`config.mk`:
```
export PLATFORM = sky130hd
export DESIGN_NAME = nfr_host
export DESIGN_NICKNAME = d
export VERILOG_FILES = /design/src/common/nfr_pkg.sv /design/src/verilog/nfr_sync3.sv /design/src/verilog/nfr_bus_cycle.sv /design/src/verilog/nfr_host.sv
export SDC_FILE = /design/constraint.sdc
export NUM_CORES = 1
export LEC_CHECK = 0
export ABC_AREA = 1
export BUFFER_PORTS_ARGS = -buffer_cell sky130_fd_sc_hd__buf_4
export CORE_ASPECT_RATIO = 1.4
export CORE_MARGIN = 1
export CORE_UTILIZATION = 50
export DETAILED_ROUTE_END_ITERATION = 12
export PLACE_DENSITY = 0.8
export SLEW_MARGIN = 5
export SYNTH_ARGS = -nofsm -noshare
export SYNTH_HDL_FRONTEND = slang
export SYNTH_SLANG_ARGS = --single-unit
```
`constraint.sdc`:
```
create_clock -name clock -period 3.4 [get_ports clock]
set_input_delay 0.34 -clock clock [delete_from_list [all_inputs] [get_ports clock]]
set_output_delay 0.34 -clock clock [all_outputs]
set_load 0.01 [all_outputs]
```
`src/common/nfr_pkg.sv`:
```
// Purpose: constants shared by the nand read sequencer host
// Assumes: 40 MHz system clock, x8 nand data bus
// Notes: register map is one aligned 32-bit word each
package nfr_pkg;
  // ------------------------------
  // timing
  // ------------------------------
  localparam int T_CLK_NS = 25;
  localparam int T_WP_NS = 25;
  localparam int T_WH_NS = 15;
  localparam int T_REA_NS = 20;
  localparam int T_REH_NS = 15;
  localparam int T_WB_NS = 100;
  localparam int SYNC_STAGES = 3;

  // least times round up, never below one cycle
  function automatic int cyc_up(input int ns);
    int c;
    c = (ns + T_CLK_NS - 1) / T_CLK_NS;
    return (c < 1) ? 1 : c;
  endfunction

  localparam logic [3:0] WP_CYC = 4'(cyc_up(T_WP_NS));
  localparam logic [3:0] WH_CYC = 4'(cyc_up(T_WH_NS));
  // one extra edge: the agreeing-stages register sits after the third flop
  localparam logic [3:0] RP_CYC = 4'(cyc_up(T_REA_NS) + SYNC_STAGES + 1);
  localparam logic [3:0] REH_CYC = 4'(cyc_up(T_REH_NS));
  localparam logic [3:0] WB_CYC = 4'(cyc_up(T_WB_NS));

  // ------------------------------
  // nand command codes
  // ------------------------------
  localparam logic [7:0] NC_READ = 8'h00;
  localparam logic [7:0] NC_PAGE_GO = 8'h30;
  localparam logic [7:0] NC_CACHE_GO = 8'h31;
  localparam logic [7:0] NC_CACHE_LAST = 8'h3f;
  localparam logic [7:0] NC_COL_MOVE = 8'h05;
  localparam logic [7:0] NC_PLANE_MOVE = 8'h06;
  localparam logic [7:0] NC_MOVE_GO = 8'he0;
  localparam logic [7:0] NC_STATUS = 8'h70;
  localparam logic [7:0] NC_STATUS_SEL = 8'h78;
  localparam int PLANE_SELECT_BIT = 6;
  localparam int STS_FAIL_BIT = 0;

  // ------------------------------
  // register map
  // ------------------------------
  localparam logic [7:0] REG_CTRL = 8'h00;
  localparam logic [7:0] REG_CFG = 8'h04;
  localparam logic [7:0] REG_COL = 8'h08;
  localparam logic [7:0] REG_ROW = 8'h0c;
  localparam logic [7:0] REG_STAT = 8'h10;
  localparam logic [7:0] REG_DATA = 8'h14;
  localparam logic [1:0] CFG_RST = 2'h0;
  localparam int CFG_MULTI_DIE = 0;
  localparam int CFG_ECC_EN = 1;

  typedef enum logic [3:0] {
    OP_RDMODE = 4'h0, OP_PAGE = 4'h1, OP_CSEQ = 4'h2, OP_CRAND = 4'h3,
    OP_CLAST = 4'h4, OP_TWOP = 4'h5, OP_COLMV = 4'h6, OP_PLMV = 4'h7,
    OP_STAT = 4'h8, OP_ESTAT = 4'h9, OP_DATA = 4'ha, OP_ECC = 4'hb
  } nfr_op_e;

  typedef enum logic [2:0] {
    SK_END = 3'h0, SK_CMD = 3'h1, SK_ADDR = 3'h2, SK_READ = 3'h3, SK_WAIT = 3'h4
  } nfr_step_e;
endpackage

```
`src/verilog/nfr_sync3.sv`:
```
// Purpose: three-stage synchroniser for pin inputs
// Assumes: inputs are asynchronous to clock
// Notes: a bit changes once stages two and three agree
`timescale 1ns/1ps
module nfr_sync3 import nfr_pkg::*; #(
  parameter int W = 1,
  parameter logic [W-1:0] RST_VAL = '0
) (
  // clock and reset
  input wire logic clock,
  input wire logic rst,
  input wire logic clk_en,
  // data
  input wire logic [W-1:0] din,
  output logic [W-1:0] dout
);
  logic [W-1:0] s1_r;
  logic [W-1:0] s2_r;
  logic [W-1:0] s3_r;

  if (W < 1) begin : g_chk
    $error("sync width must be positive");
  end

  always_ff @(posedge clock) begin
    if (rst) begin
      s1_r <= RST_VAL;
      s2_r <= RST_VAL;
      s3_r <= RST_VAL;
      dout <= RST_VAL;
    end else if (clk_en) begin
      s1_r <= din;
      s2_r <= s1_r;
      s3_r <= s2_r;
      // per bit: only a settled value passes
      dout <= (s2_r & s3_r) | (~(s2_r ^ s3_r) & s2_r) | ((s2_r ^ s3_r) & dout);
    end
  end
endmodule

```
`src/verilog/nfr_bus_cycle.sv`:
```
// Purpose: one command, address or data-out cycle on the nand pins
// Assumes: dq_s is already synchronised
// Notes: strobe widths come from package cycle counts
`timescale 1ns/1ps
module nfr_bus_cycle import nfr_pkg::*; (
  // clock and reset
  input wire logic clock,
  input wire logic rst,
  input wire logic clk_en,
  // request
  input wire logic start,
  input wire logic rd,
  input wire logic is_addr,
  input wire logic [7:0] wbyte,
  output logic done,
  output logic [7:0] rbyte,
  // pins
  output logic cmd_latch,
  output logic addr_latch,
  output logic write_strobe_n,
  output logic output_strobe_n,
  output logic [7:0] dq_o,
  output logic dq_oe,
  input wire logic [7:0] dq_s
);
  typedef enum logic [1:0] {PH_IDLE = 2'b00, PH_LOW = 2'b01, PH_HIGH = 2'b11} nfr_ph_e;
  nfr_ph_e ph_r;
  logic [3:0] cnt_r;
  logic rd_r;

  always_ff @(posedge clock) begin
    if (rst) begin
      ph_r <= PH_IDLE;
      cnt_r <= 4'h0;
      rd_r <= 1'b0;
      done <= 1'b0;
      rbyte <= 8'h00;
      cmd_latch <= 1'b0;
      addr_latch <= 1'b0;
      write_strobe_n <= 1'b1;
      output_strobe_n <= 1'b1;
      dq_o <= 8'h00;
      dq_oe <= 1'b0;
    end else if (clk_en) begin
      done <= 1'b0;
      case (ph_r)
        PH_IDLE: begin
          if (start) begin
            rd_r <= rd;
            cmd_latch <= !rd && !is_addr;
            addr_latch <= !rd && is_addr;
            dq_o <= wbyte;
            dq_oe <= !rd;
            write_strobe_n <= rd;
            output_strobe_n <= !rd;
            cnt_r <= rd ? RP_CYC : WP_CYC;
            ph_r <= PH_LOW;
          end
        end
        PH_LOW: begin
          if (cnt_r == 4'h1) begin
            // sample just before the strobe rises, after access time
            if (rd_r) begin
              rbyte <= dq_s;
            end
            write_strobe_n <= 1'b1;
            output_strobe_n <= 1'b1;
            cnt_r <= rd_r ? REH_CYC : WH_CYC;
            ph_r <= PH_HIGH;
          end else begin
            cnt_r <= cnt_r - 4'h1;
          end
        end
        PH_HIGH: begin
          if (cnt_r == 4'h1) begin
            cmd_latch <= 1'b0;
            addr_latch <= 1'b0;
            dq_oe <= 1'b0;
            done <= 1'b1;
            ph_r <= PH_IDLE;
          end else begin
            cnt_r <= cnt_r - 4'h1;
          end
        end
        default: ph_r <= PH_IDLE;
      endcase
    end
  end
endmodule

```
`src/verilog/nfr_host.sv`:
```
// Purpose: host sequencer for nand page, cache and two-plane reads
// Assumes: apb software port, one die selected at a time
// Notes: software orders one operation per CTRL write
// Function
// - multi-die: enhanced status before read mode
// - page read is 00h, five addresses, 30h
// - after status polling, read mode before data
// - random data read moves output column
// - with ecc, read status after page load
// - no sequential cache across die boundary
// - cache random keeps die of prior read
// - multi-die cache reads: enhanced status, read mode
// - two-plane is two address groups then 30h
// - both plane addresses share one column
// - two-plane: plane 0 out, then 06h-E0h
// - polled two-plane needs 06h-E0h before data
// - no enhanced status around two-plane reads
// - during cache busy only status or reset
//
// Chosen here: register access over APB and the placing of the registers.
`timescale 1ns/1ps
module nfr_host import nfr_pkg::*; #(
  parameter int DIE_ROW_BITS = 18
) (
  // clock and reset
  input wire logic clock,
  input wire logic rst,
  input wire logic clk_en,
  // apb slave
  input wire logic [7:0] paddr,
  input wire logic psel,
  input wire logic penable,
  input wire logic pwrite,
  input wire logic [31:0] pwdata,
  output logic [31:0] prdata,
  output logic pready,
  output logic pslverr,
  // nand pins
  output logic chip_en_n,
  output logic cmd_latch,
  output logic addr_latch,
  output logic write_strobe_n,
  output logic output_strobe_n,
  output logic [7:0] dq_o,
  output logic dq_oe,
  input wire logic [7:0] dq_i,
  input wire logic ready_busy_n
);
  // ------------------------------
  // checks and declarations
  // ------------------------------
  if (DIE_ROW_BITS < 1 || DIE_ROW_BITS > 23) begin : g_chk
    $error("DIE_ROW_BITS must lie in 1..23");
  end

  typedef enum logic [2:0] {
    ST_IDLE = 3'b000, ST_ISSUE = 3'b001, ST_XFER = 3'b011,
    ST_WB = 3'b010, ST_WRB = 3'b110, ST_FIN = 3'b111
  } nfr_state_e;

  nfr_state_e st_r;
  nfr_op_e op_r;
  logic [3:0] idx_r;
  logic [3:0] wb_r;
  logic [1:0] cfg_r;
  logic [15:0] col_r;
  logic [23:0] row_r;
  logic [23:0] cur_row_r;
  logic [7:0] status_r;
  logic [7:0] data_r;
  logic done_r;
  logic refused_r;
  logic ecc_fail_r;
  logic last_sel_r;
  logic stat_out_r;
  logic two_plane_r;
  logic need_plane_r;
  logic [7:0] dq_s;
  logic rb_s;
  logic [10:0] step;
  nfr_step_e sk;
  logic cyc_start;
  logic cyc_done;
  logic [7:0] cyc_rbyte;
  logic wr_acc;
  logic rd_setup;
  logic mapped;
  logic ctrl_wr;
  nfr_op_e new_op;
  logic refuse;

  // ------------------------------
  // pin synchronisers
  // ------------------------------
  nfr_sync3 #(.W(8), .RST_VAL(8'h00)) u_dq_sync (
    .clock(clock),
    .rst(rst),
    .clk_en(clk_en),
    .din(dq_i),
    .dout(dq_s)
  );

  nfr_sync3 #(.W(1), .RST_VAL(1'b0)) u_rb_sync (
    .clock(clock),
    .rst(rst),
    .clk_en(clk_en),
    .din(ready_busy_n),
    .dout(rb_s)
  );

  // ------------------------------
  // operation step table
  // ------------------------------
  // returns {kind, byte}; address bytes: col lo, col hi, row lo..hi
  function automatic logic [10:0] seq_step(
    input nfr_op_e op, input logic [3:0] i,
    input logic [15:0] c, input logic [23:0] r
  );
    logic [39:0] a0;
    logic [39:0] a1;
    logic [39:0] a2;
    logic [23:0] msk;
    nfr_step_e k;
    logic [7:0] b;
    int j;
    msk = 24'h000001 << PLANE_SELECT_BIT;
    a0 = {r & ~msk, c};
    a1 = {r | msk, c};
    a2 = {r, c};
    k = SK_END;
    b = 8'h00;
    j = int'(i);
    case (op)
      OP_RDMODE: begin
        if (i == 4'h0) begin
          k = SK_CMD;
          b = NC_READ;
        end
      end
      OP_PAGE, OP_CRAND: begin
        // (after 31h the device drops the column; 30h keeps it)
        if (i == 4'h0) begin
          k = SK_CMD;
          b = NC_READ;
        end else if (i <= 4'h5) begin
          k = SK_ADDR;
          b = a0[8*(j-1) +: 8];
        end else if (i == 4'h6) begin
          k = SK_CMD;
          b = (op == OP_PAGE) ? NC_PAGE_GO : NC_CACHE_GO;
        end else if (i == 4'h7) begin
          k = SK_WAIT;
        end
      end
      OP_TWOP: begin
        // (one column feeds both planes)
        if (i == 4'h0 || i == 4'h6) begin
          k = SK_CMD;
          b = NC_READ;
        end else if (i <= 4'h5) begin
          k = SK_ADDR;
          b = a0[8*(j-1) +: 8];
        end else if (i <= 4'hb) begin
          k = SK_ADDR;
          b = a1[8*(j-7) +: 8];
        end else if (i == 4'hc) begin
          k = SK_CMD;
          b = NC_PAGE_GO;
        end else if (i == 4'hd) begin
          k = SK_WAIT;
        end
      end
      OP_CSEQ, OP_CLAST: begin
        if (i == 4'h0) begin
          k = SK_CMD;
          b = (op == OP_CSEQ) ? NC_CACHE_GO : NC_CACHE_LAST;
        end else if (i == 4'h1) begin
          k = SK_WAIT;
        end
      end
      OP_COLMV: begin
        if (i == 4'h0) begin
          k = SK_CMD;
          b = NC_COL_MOVE;
        end else if (i <= 4'h2) begin
          k = SK_ADDR;
          b = a0[8*(j-1) +: 8];
        end else if (i == 4'h3) begin
          k = SK_CMD;
          b = NC_MOVE_GO;
        end
      end
      OP_PLMV: begin
        if (i == 4'h0) begin
          k = SK_CMD;
          b = NC_PLANE_MOVE;
        end else if (i <= 4'h5) begin
          k = SK_ADDR;
          b = a2[8*(j-1) +: 8];
        end else if (i == 4'h6) begin
          k = SK_CMD;
          b = NC_MOVE_GO;
        end
      end
      OP_STAT, OP_ECC: begin
        if (i == 4'h0) begin
          k = SK_CMD;
          b = NC_STATUS;
        end else if (i == 4'h1) begin
          k = SK_READ;
        end else if (i == 4'h2 && op == OP_ECC) begin
          k = SK_CMD; // back to data output
          b = NC_READ;
        end
      end
      OP_ESTAT: begin
        if (i == 4'h0) begin
          k = SK_CMD;
          b = NC_STATUS_SEL;
        end else if (i <= 4'h3) begin
          k = SK_ADDR;
          b = a0[8*(j+1) +: 8];
        end else if (i == 4'h4) begin
          k = SK_READ;
        end
      end
      OP_DATA: begin
        if (i == 4'h0) begin
          k = SK_READ;
        end
      end
      default: k = SK_END;
    endcase
    return {k, b};
  endfunction

  assign step = seq_step(op_r, idx_r, col_r, row_r);
  assign sk = nfr_step_e'(step[10:8]);
  assign cyc_start = (st_r == ST_ISSUE) && (sk == SK_CMD || sk == SK_ADDR || sk == SK_READ);

  nfr_bus_cycle u_cyc (
    .clock(clock),
    .rst(rst),
    .clk_en(clk_en),
    .start(cyc_start),
    .rd(sk == SK_READ),
    .is_addr(sk == SK_ADDR),
    .wbyte(step[7:0]),
    .done(cyc_done),
    .rbyte(cyc_rbyte),
    .cmd_latch(cmd_latch),
    .addr_latch(addr_latch),
    .write_strobe_n(write_strobe_n),
    .output_strobe_n(output_strobe_n),
    .dq_o(dq_o),
    .dq_oe(dq_oe),
    .dq_s(dq_s)
  );

  // ------------------------------
  // apb slave
  // ------------------------------
  // zero wait states; a frozen clock enable stalls the bus instead
  assign pready = clk_en;
  assign mapped = (paddr == REG_CTRL) || (paddr == REG_CFG) || (paddr == REG_COL) ||
                  (paddr == REG_ROW) || (paddr == REG_STAT) || (paddr == REG_DATA);
  assign pslverr = psel && penable && !mapped;
  assign wr_acc = psel && penable && pwrite && mapped && clk_en;
  assign rd_setup = psel && !penable && !pwrite;
  assign ctrl_wr = wr_acc && (paddr == REG_CTRL);
  assign new_op = nfr_op_e'(pwdata[3:0]);

  // refusal in idle leaves the die untouched and sets refused_r until the next CTRL write; CTRL writes while busy are ignored
  always_comb begin
    refuse = (st_r != ST_IDLE) || (new_op > OP_DATA);
    if (!rb_s && new_op != OP_STAT && new_op != OP_ESTAT) begin
      refuse = 1'b1;
    end
    if (new_op == OP_RDMODE && cfg_r[CFG_MULTI_DIE] && !last_sel_r) begin
      refuse = 1'b1;
    end
    if (new_op == OP_DATA && (stat_out_r || need_plane_r)) begin
      refuse = 1'b1;
    end
    if (new_op == OP_ESTAT && two_plane_r) begin
      refuse = 1'b1;
    end
    if (new_op == OP_CSEQ && (&cur_row_r[DIE_ROW_BITS-1:0])) begin
      refuse = 1'b1;
    end
    if (new_op == OP_CRAND && row_r[23:DIE_ROW_BITS] != cur_row_r[23:DIE_ROW_BITS]) begin
      refuse = 1'b1;
    end
  end

  always_ff @(posedge clock) begin
    if (rst) begin
      cfg_r <= CFG_RST;
      col_r <= 16'h0000;
      row_r <= 24'h000000;
    end else if (wr_acc) begin
      case (paddr)
        REG_CFG: cfg_r <= pwdata[1:0];
        REG_COL: col_r <= pwdata[15:0];
        REG_ROW: row_r <= pwdata[23:0];
        default: cfg_r <= cfg_r;
      endcase
    end
  end

  always_ff @(posedge clock) begin
    if (rst) begin
      prdata <= 32'h00000000;
    end else if (clk_en && rd_setup) begin
      case (paddr)
        REG_CTRL: prdata <= {28'h0000000, op_r};
        REG_CFG: prdata <= {30'h00000000, cfg_r};
        REG_COL: prdata <= {16'h0000, col_r};
        REG_ROW: prdata <= {8'h00, row_r};
        REG_STAT: prdata <= {8'h00, data_r, status_r, 1'b0, two_plane_r, stat_out_r,
                             ecc_fail_r, rb_s, refused_r, done_r, (st_r != ST_IDLE)};
        REG_DATA: prdata <= {24'h000000, data_r};
        default: prdata <= 32'h00000000;
      endcase
    end
  end

  // ------------------------------
  // sequencer
  // ------------------------------
  always_ff @(posedge clock) begin
    if (rst) begin
      st_r <= ST_IDLE;
      op_r <= OP_RDMODE;
      idx_r <= 4'h0;
      wb_r <= 4'h0;
      chip_en_n <= 1'b1;
      done_r <= 1'b0;
      refused_r <= 1'b0;
    end else if (clk_en) begin
      case (st_r)
        ST_IDLE: begin
          if (ctrl_wr) begin
            refused_r <= refuse;
            if (!refuse) begin
              done_r <= 1'b0;
              op_r <= new_op;
              idx_r <= 4'h0;
              chip_en_n <= 1'b0;
              st_r <= ST_ISSUE;
            end
          end
        end
        ST_ISSUE: begin
          if (sk == SK_END) begin
            st_r <= ST_FIN;
          end else if (sk == SK_WAIT) begin
            wb_r <= WB_CYC;
            st_r <= ST_WB;
          end else begin
            st_r <= ST_XFER;
          end
        end
        ST_XFER: begin
          if (cyc_done) begin
            idx_r <= idx_r + 4'h1;
            st_r <= ST_ISSUE;
          end
        end
        ST_WB: begin
          // busy may lag the confirm command; ignore the pin until then
          if (wb_r == 4'h1) begin
            st_r <= ST_WRB;
          end else begin
            wb_r <= wb_r - 4'h1;
          end
        end
        ST_WRB: begin
          if (rb_s) begin
            idx_r <= idx_r + 4'h1;
            st_r <= ST_ISSUE;
          end
        end
        ST_FIN: begin
          if ((op_r == OP_PAGE || op_r == OP_TWOP) && cfg_r[CFG_ECC_EN]) begin
            op_r <= OP_ECC;
            idx_r <= 4'h0;
            st_r <= ST_ISSUE;
          end else begin
            done_r <= 1'b1;
            chip_en_n <= 1'b1;
            st_r <= ST_IDLE;
          end
        end
        default: st_r <= ST_IDLE;
      endcase
    end
  end

  // ------------------------------
  // read results
  // ------------------------------
  always_ff @(posedge clock) begin
    if (rst) begin
      status_r <= 8'h00;
      data_r <= 8'h00;
      ecc_fail_r <= 1'b0;
    end else if (clk_en && st_r == ST_XFER && cyc_done && sk == SK_READ) begin
      if (op_r == OP_DATA) begin
        data_r <= cyc_rbyte;
      end else begin
        status_r <= cyc_rbyte;
        if (op_r == OP_ECC) begin
          ecc_fail_r <= cyc_rbyte[STS_FAIL_BIT];
        end
      end
    end
  end

  // ------------------------------
  // die output mode tracking
  // ------------------------------
  always_ff @(posedge clock) begin
    if (rst) begin
      last_sel_r <= 1'b0;
      stat_out_r <= 1'b0;
      two_plane_r <= 1'b0;
      need_plane_r <= 1'b0;
      cur_row_r <= 24'h000000;
    end else if (clk_en && st_r == ST_FIN && op_r != OP_DATA) begin
      last_sel_r <= (op_r == OP_ESTAT);
      case (op_r)
        OP_STAT, OP_ESTAT: begin
          stat_out_r <= 1'b1;
          need_plane_r <= need_plane_r || two_plane_r;
        end
        OP_PAGE: begin
          stat_out_r <= 1'b0;
          two_plane_r <= 1'b0;
          need_plane_r <= 1'b0;
          cur_row_r <= row_r;
        end
        OP_TWOP: begin
          stat_out_r <= 1'b0;
          two_plane_r <= 1'b1;
          need_plane_r <= 1'b0;
          cur_row_r <= row_r;
        end
        OP_CSEQ, OP_CRAND, OP_CLAST: begin
          stat_out_r <= cfg_r[CFG_MULTI_DIE];
          if (op_r == OP_CSEQ) begin
            cur_row_r <= cur_row_r + 24'h000001;
          end else if (op_r == OP_CRAND) begin
            cur_row_r <= row_r;
          end
        end
        OP_PLMV: begin
          stat_out_r <= 1'b0;
          need_plane_r <= 1'b0;
        end
        default: stat_out_r <= 1'b0; // read mode, column move, ecc check
      endcase
    end
  end
endmodule

```
==> impl_metrics.toml <==
[run_status]
status = "completed"

[logic_synthesis]
synth-seq-area-share_pct = 35.8
yosysWarnings = 0
synth_cell_types = 47
ys_ff_latch = 194
syn-cell-area_sq_um = 10900
netlist_instances = 1673
avgSynthCellArea_sq_um = 6.49

[setup_path]
cp-start-kind = "register"
critPathSlowestCell = "dfxtp_1"
cp_slowest_stage_delay_ns = 0.52
r2r_cells = 12
worst_ep_arrival_time_ns = 3.34
path_common_cell = "nor2_4"
cp.required_ns = 3.73
crit_fanout = 16
crit_chain = "inv_1 -> ha_1 -> nand2_2 -> nand2_1 -> nor2_4 -> nand2_1 -> nand2_2 -> nor2_4 -> nor2_4 -> nand3_2 -> o21ai_0 -> a21oi_1"
worstSetupPathType = "reg2reg"
end_kind = "register"

[clocking]
ctsHoldBuffers = 0
cts_buffers = 17
htreeDepth = 4
ctsRootBufferMaster = "clkbuf_16"
postCtsSetupBuffers = 0
cts_sinks = 194
clk_latency_ns = 0.46
cts_tree = "done"
clock_path_buffers = 2
path_clk_slew_ns = 0.08
ctsResizeCount = 0

[sta]
post-route-period-util_pct = 88.4
period_needed_ns = 3.01
fmax_mhz = 333
setup_violations = 0
worstMarginPinSlew_ns = 1.14
hold_viol = 0
finalSetupTns_ns = 0
slew_viol_final = 0
skew_ns = 0.0231
rsz0062_at_grt = "no"
slew_headroom_pct = 24.2

[floorplanning]
io_pins = 103
die_w_microns = 127
die-area_sq_um = 22300
core_area_sq_um = 21200
start_util_pct = 51.2
die_y_microns = 176
rows = 63

[global_routing]
grt_overflow = 0
grt_max_degree = 100
antenna_found_initial = 0
gr-usage-all-layers_pct = 29.3
grt_pass1_wl_microns = 51700
grt_pass1_vias = 10500

[finish]
drive_above_1_share_pct = 11.0
utilization_pct = 57.4
final_common_cell = "nand2_1"
syn_to_final_growth_pct = 12.1
final_cell_mix = "nand2_1, nor2_1, dfxtp_1"
antennaDiodeCount = 0
n_fill_cell = 2078
fin_nets = 1790

[job]
cap_violations = 0

[min_path]
hold_path.class = "in2reg"
min_path_cells = 3

[route]
wl_per_cell_microns = 16.1
viasPerCell = 5.71
drcViolationCount = 0
drt-total-wl_microns = 32100
vias = 11300
firstDrtPassIters = 5
drt_iter0_drc = 877
ant_nets = 0

[place]
hpwlAfterDp_microns = 23700
gp_congestion = 0.981
port_buffers = 86

[pwr]
vdd_ir_drop_max_mv = 0.677
p_leak_nw = 5.09
powerDensity_nw_per_um2 = 374
power by group:
group          total (mW)  internal [mW]  switching [mW]
Sequential           2.31           2.29          0.0128
Combinational       0.189         0.0692           0.120
Clock                2.06           1.00            1.06
Total                4.55           3.36            1.19
final timing paths:
path	to	slack, ns	from
worst min register to register	ecc_fail_r	0.46	ecc_fail_r
worst max-delay path	status_r[1]	0.39	idx_r[1]
worst max register to register	status_r[1]	0.39	idx_r[1]
worst min-delay path	u_dq_sync.s1_r[0]	0.11	dq_i[0]
critical path, delay by kind of cell, from the launching register on:
kind,cells,cell delay [ns]
flip-flops,1,0.52
AND/OR/NAND/NOR,8,1.47
adder cells (fa/ha/maj),1,0.33
buffers and inverters,1,0.25
AO/OA/AOI/OAI,2,0.32
final cells by class:
type                    instances  area (sq um)  share of cell area (%)
well taps                     260           325                    2.67
repair buffers                103           773                    6.35
clock inverters                15           180                    1.48
clock buffers                  17           425                    3.50
inverters                     183           687                    5.65
multi-input cells            1217          5890                    48.4
flip-flops and latches        194          3880                    31.9
cell usage after synthesis, drive strengths merged:
cell / count / share of area [%]
o21a: 3 / 0.21
nor3b: 2 / 0.14
ha: 19 / 2.2
xor2: 9 / 0.73
nand4: 24 / 1.5
o2111ai: 2 / 0.16
nor3: 20 / 1.0
o21ai: 175 / 8.1
conb: 1 / 0.035
buf: 34 / 2.0
o211ai: 5 / 0.35
nand3b: 3 / 0.21
a21boi: 1 / 0.069
nand2: 386 / 14
inv: 181 / 6.3
o32ai: 2 / 0.16
a211oi: 23 / 1.6
a21oi: 158 / 7.4
nor4: 2 / 0.12
and3: 1 / 0.058
o221ai: 3 / 0.24
o22ai: 24 / 1.4
a31oi: 4 / 0.23
xnor2: 4 / 0.32
o221a: 1 / 0.10
and2: 1 / 0.058
a221oi: 2 / 0.16
nor2: 224 / 8.3
clkbuf: 52 / 1.8
a311oi: 1 / 0.081
nand3: 106 / 5.1
clkinv: 2 / 0.069
dfxtp: 194 / 36
or2: 4 / 0.23
routing by layer:
metal	GRT usage [%]	vias up	wire length (microns)
li1	-	5567	-
met1	34.2	5246	12800
met2	51.0	438	15900
met3	4.24	98	1850
met4	17.1	0	1550
met5	0	-	0
stage by stage:
| step | cell area, sq um | worst slack (ns) | hold WS (ns) | std cells | power (mW) |
|---|---|---|---|---|---|
| 2_1_floorplan | 10900 | 1.01 | 0.429 | 1680 | 2.47 |
| 5_1_grt | 12200 | 0.246 | 0.0996 | 1989 | 4.69 |
| 3_3_place_gp | 11600 | 0.564 | 0.442 | 1957 | 2.54 |
| 4_1_cts | 12200 | 0.472 | 0.0980 | 1989 | 4.58 |
| 6_report | 12200 | 0.393 | 0.112 | 1989 | 4.55 |
| 3_5_place_dp | 11600 | 0.504 | 0.449 | 1957 | 2.55 |
cell families after synthesis:
logic type                 after synthesis  share of synthesized area [%]
adders and majority gates               19                           2.19
and+or+nand+nor                        773                           30.6
DFF                                    194                           35.8
buffers and inverters                  269                           10.2
other                                    1                         0.0345
xor gates and xnor gates                13                           1.05
AOI/OAI and AO/OA                      404                           20.2
flip-flops by register name (all words and copies together) (netlist names), 16 cells and up:
signal and cells:
cur_row_r 24, prdata 24, row_r 24, col_r 16
Power figures use the tool's default switching activity.
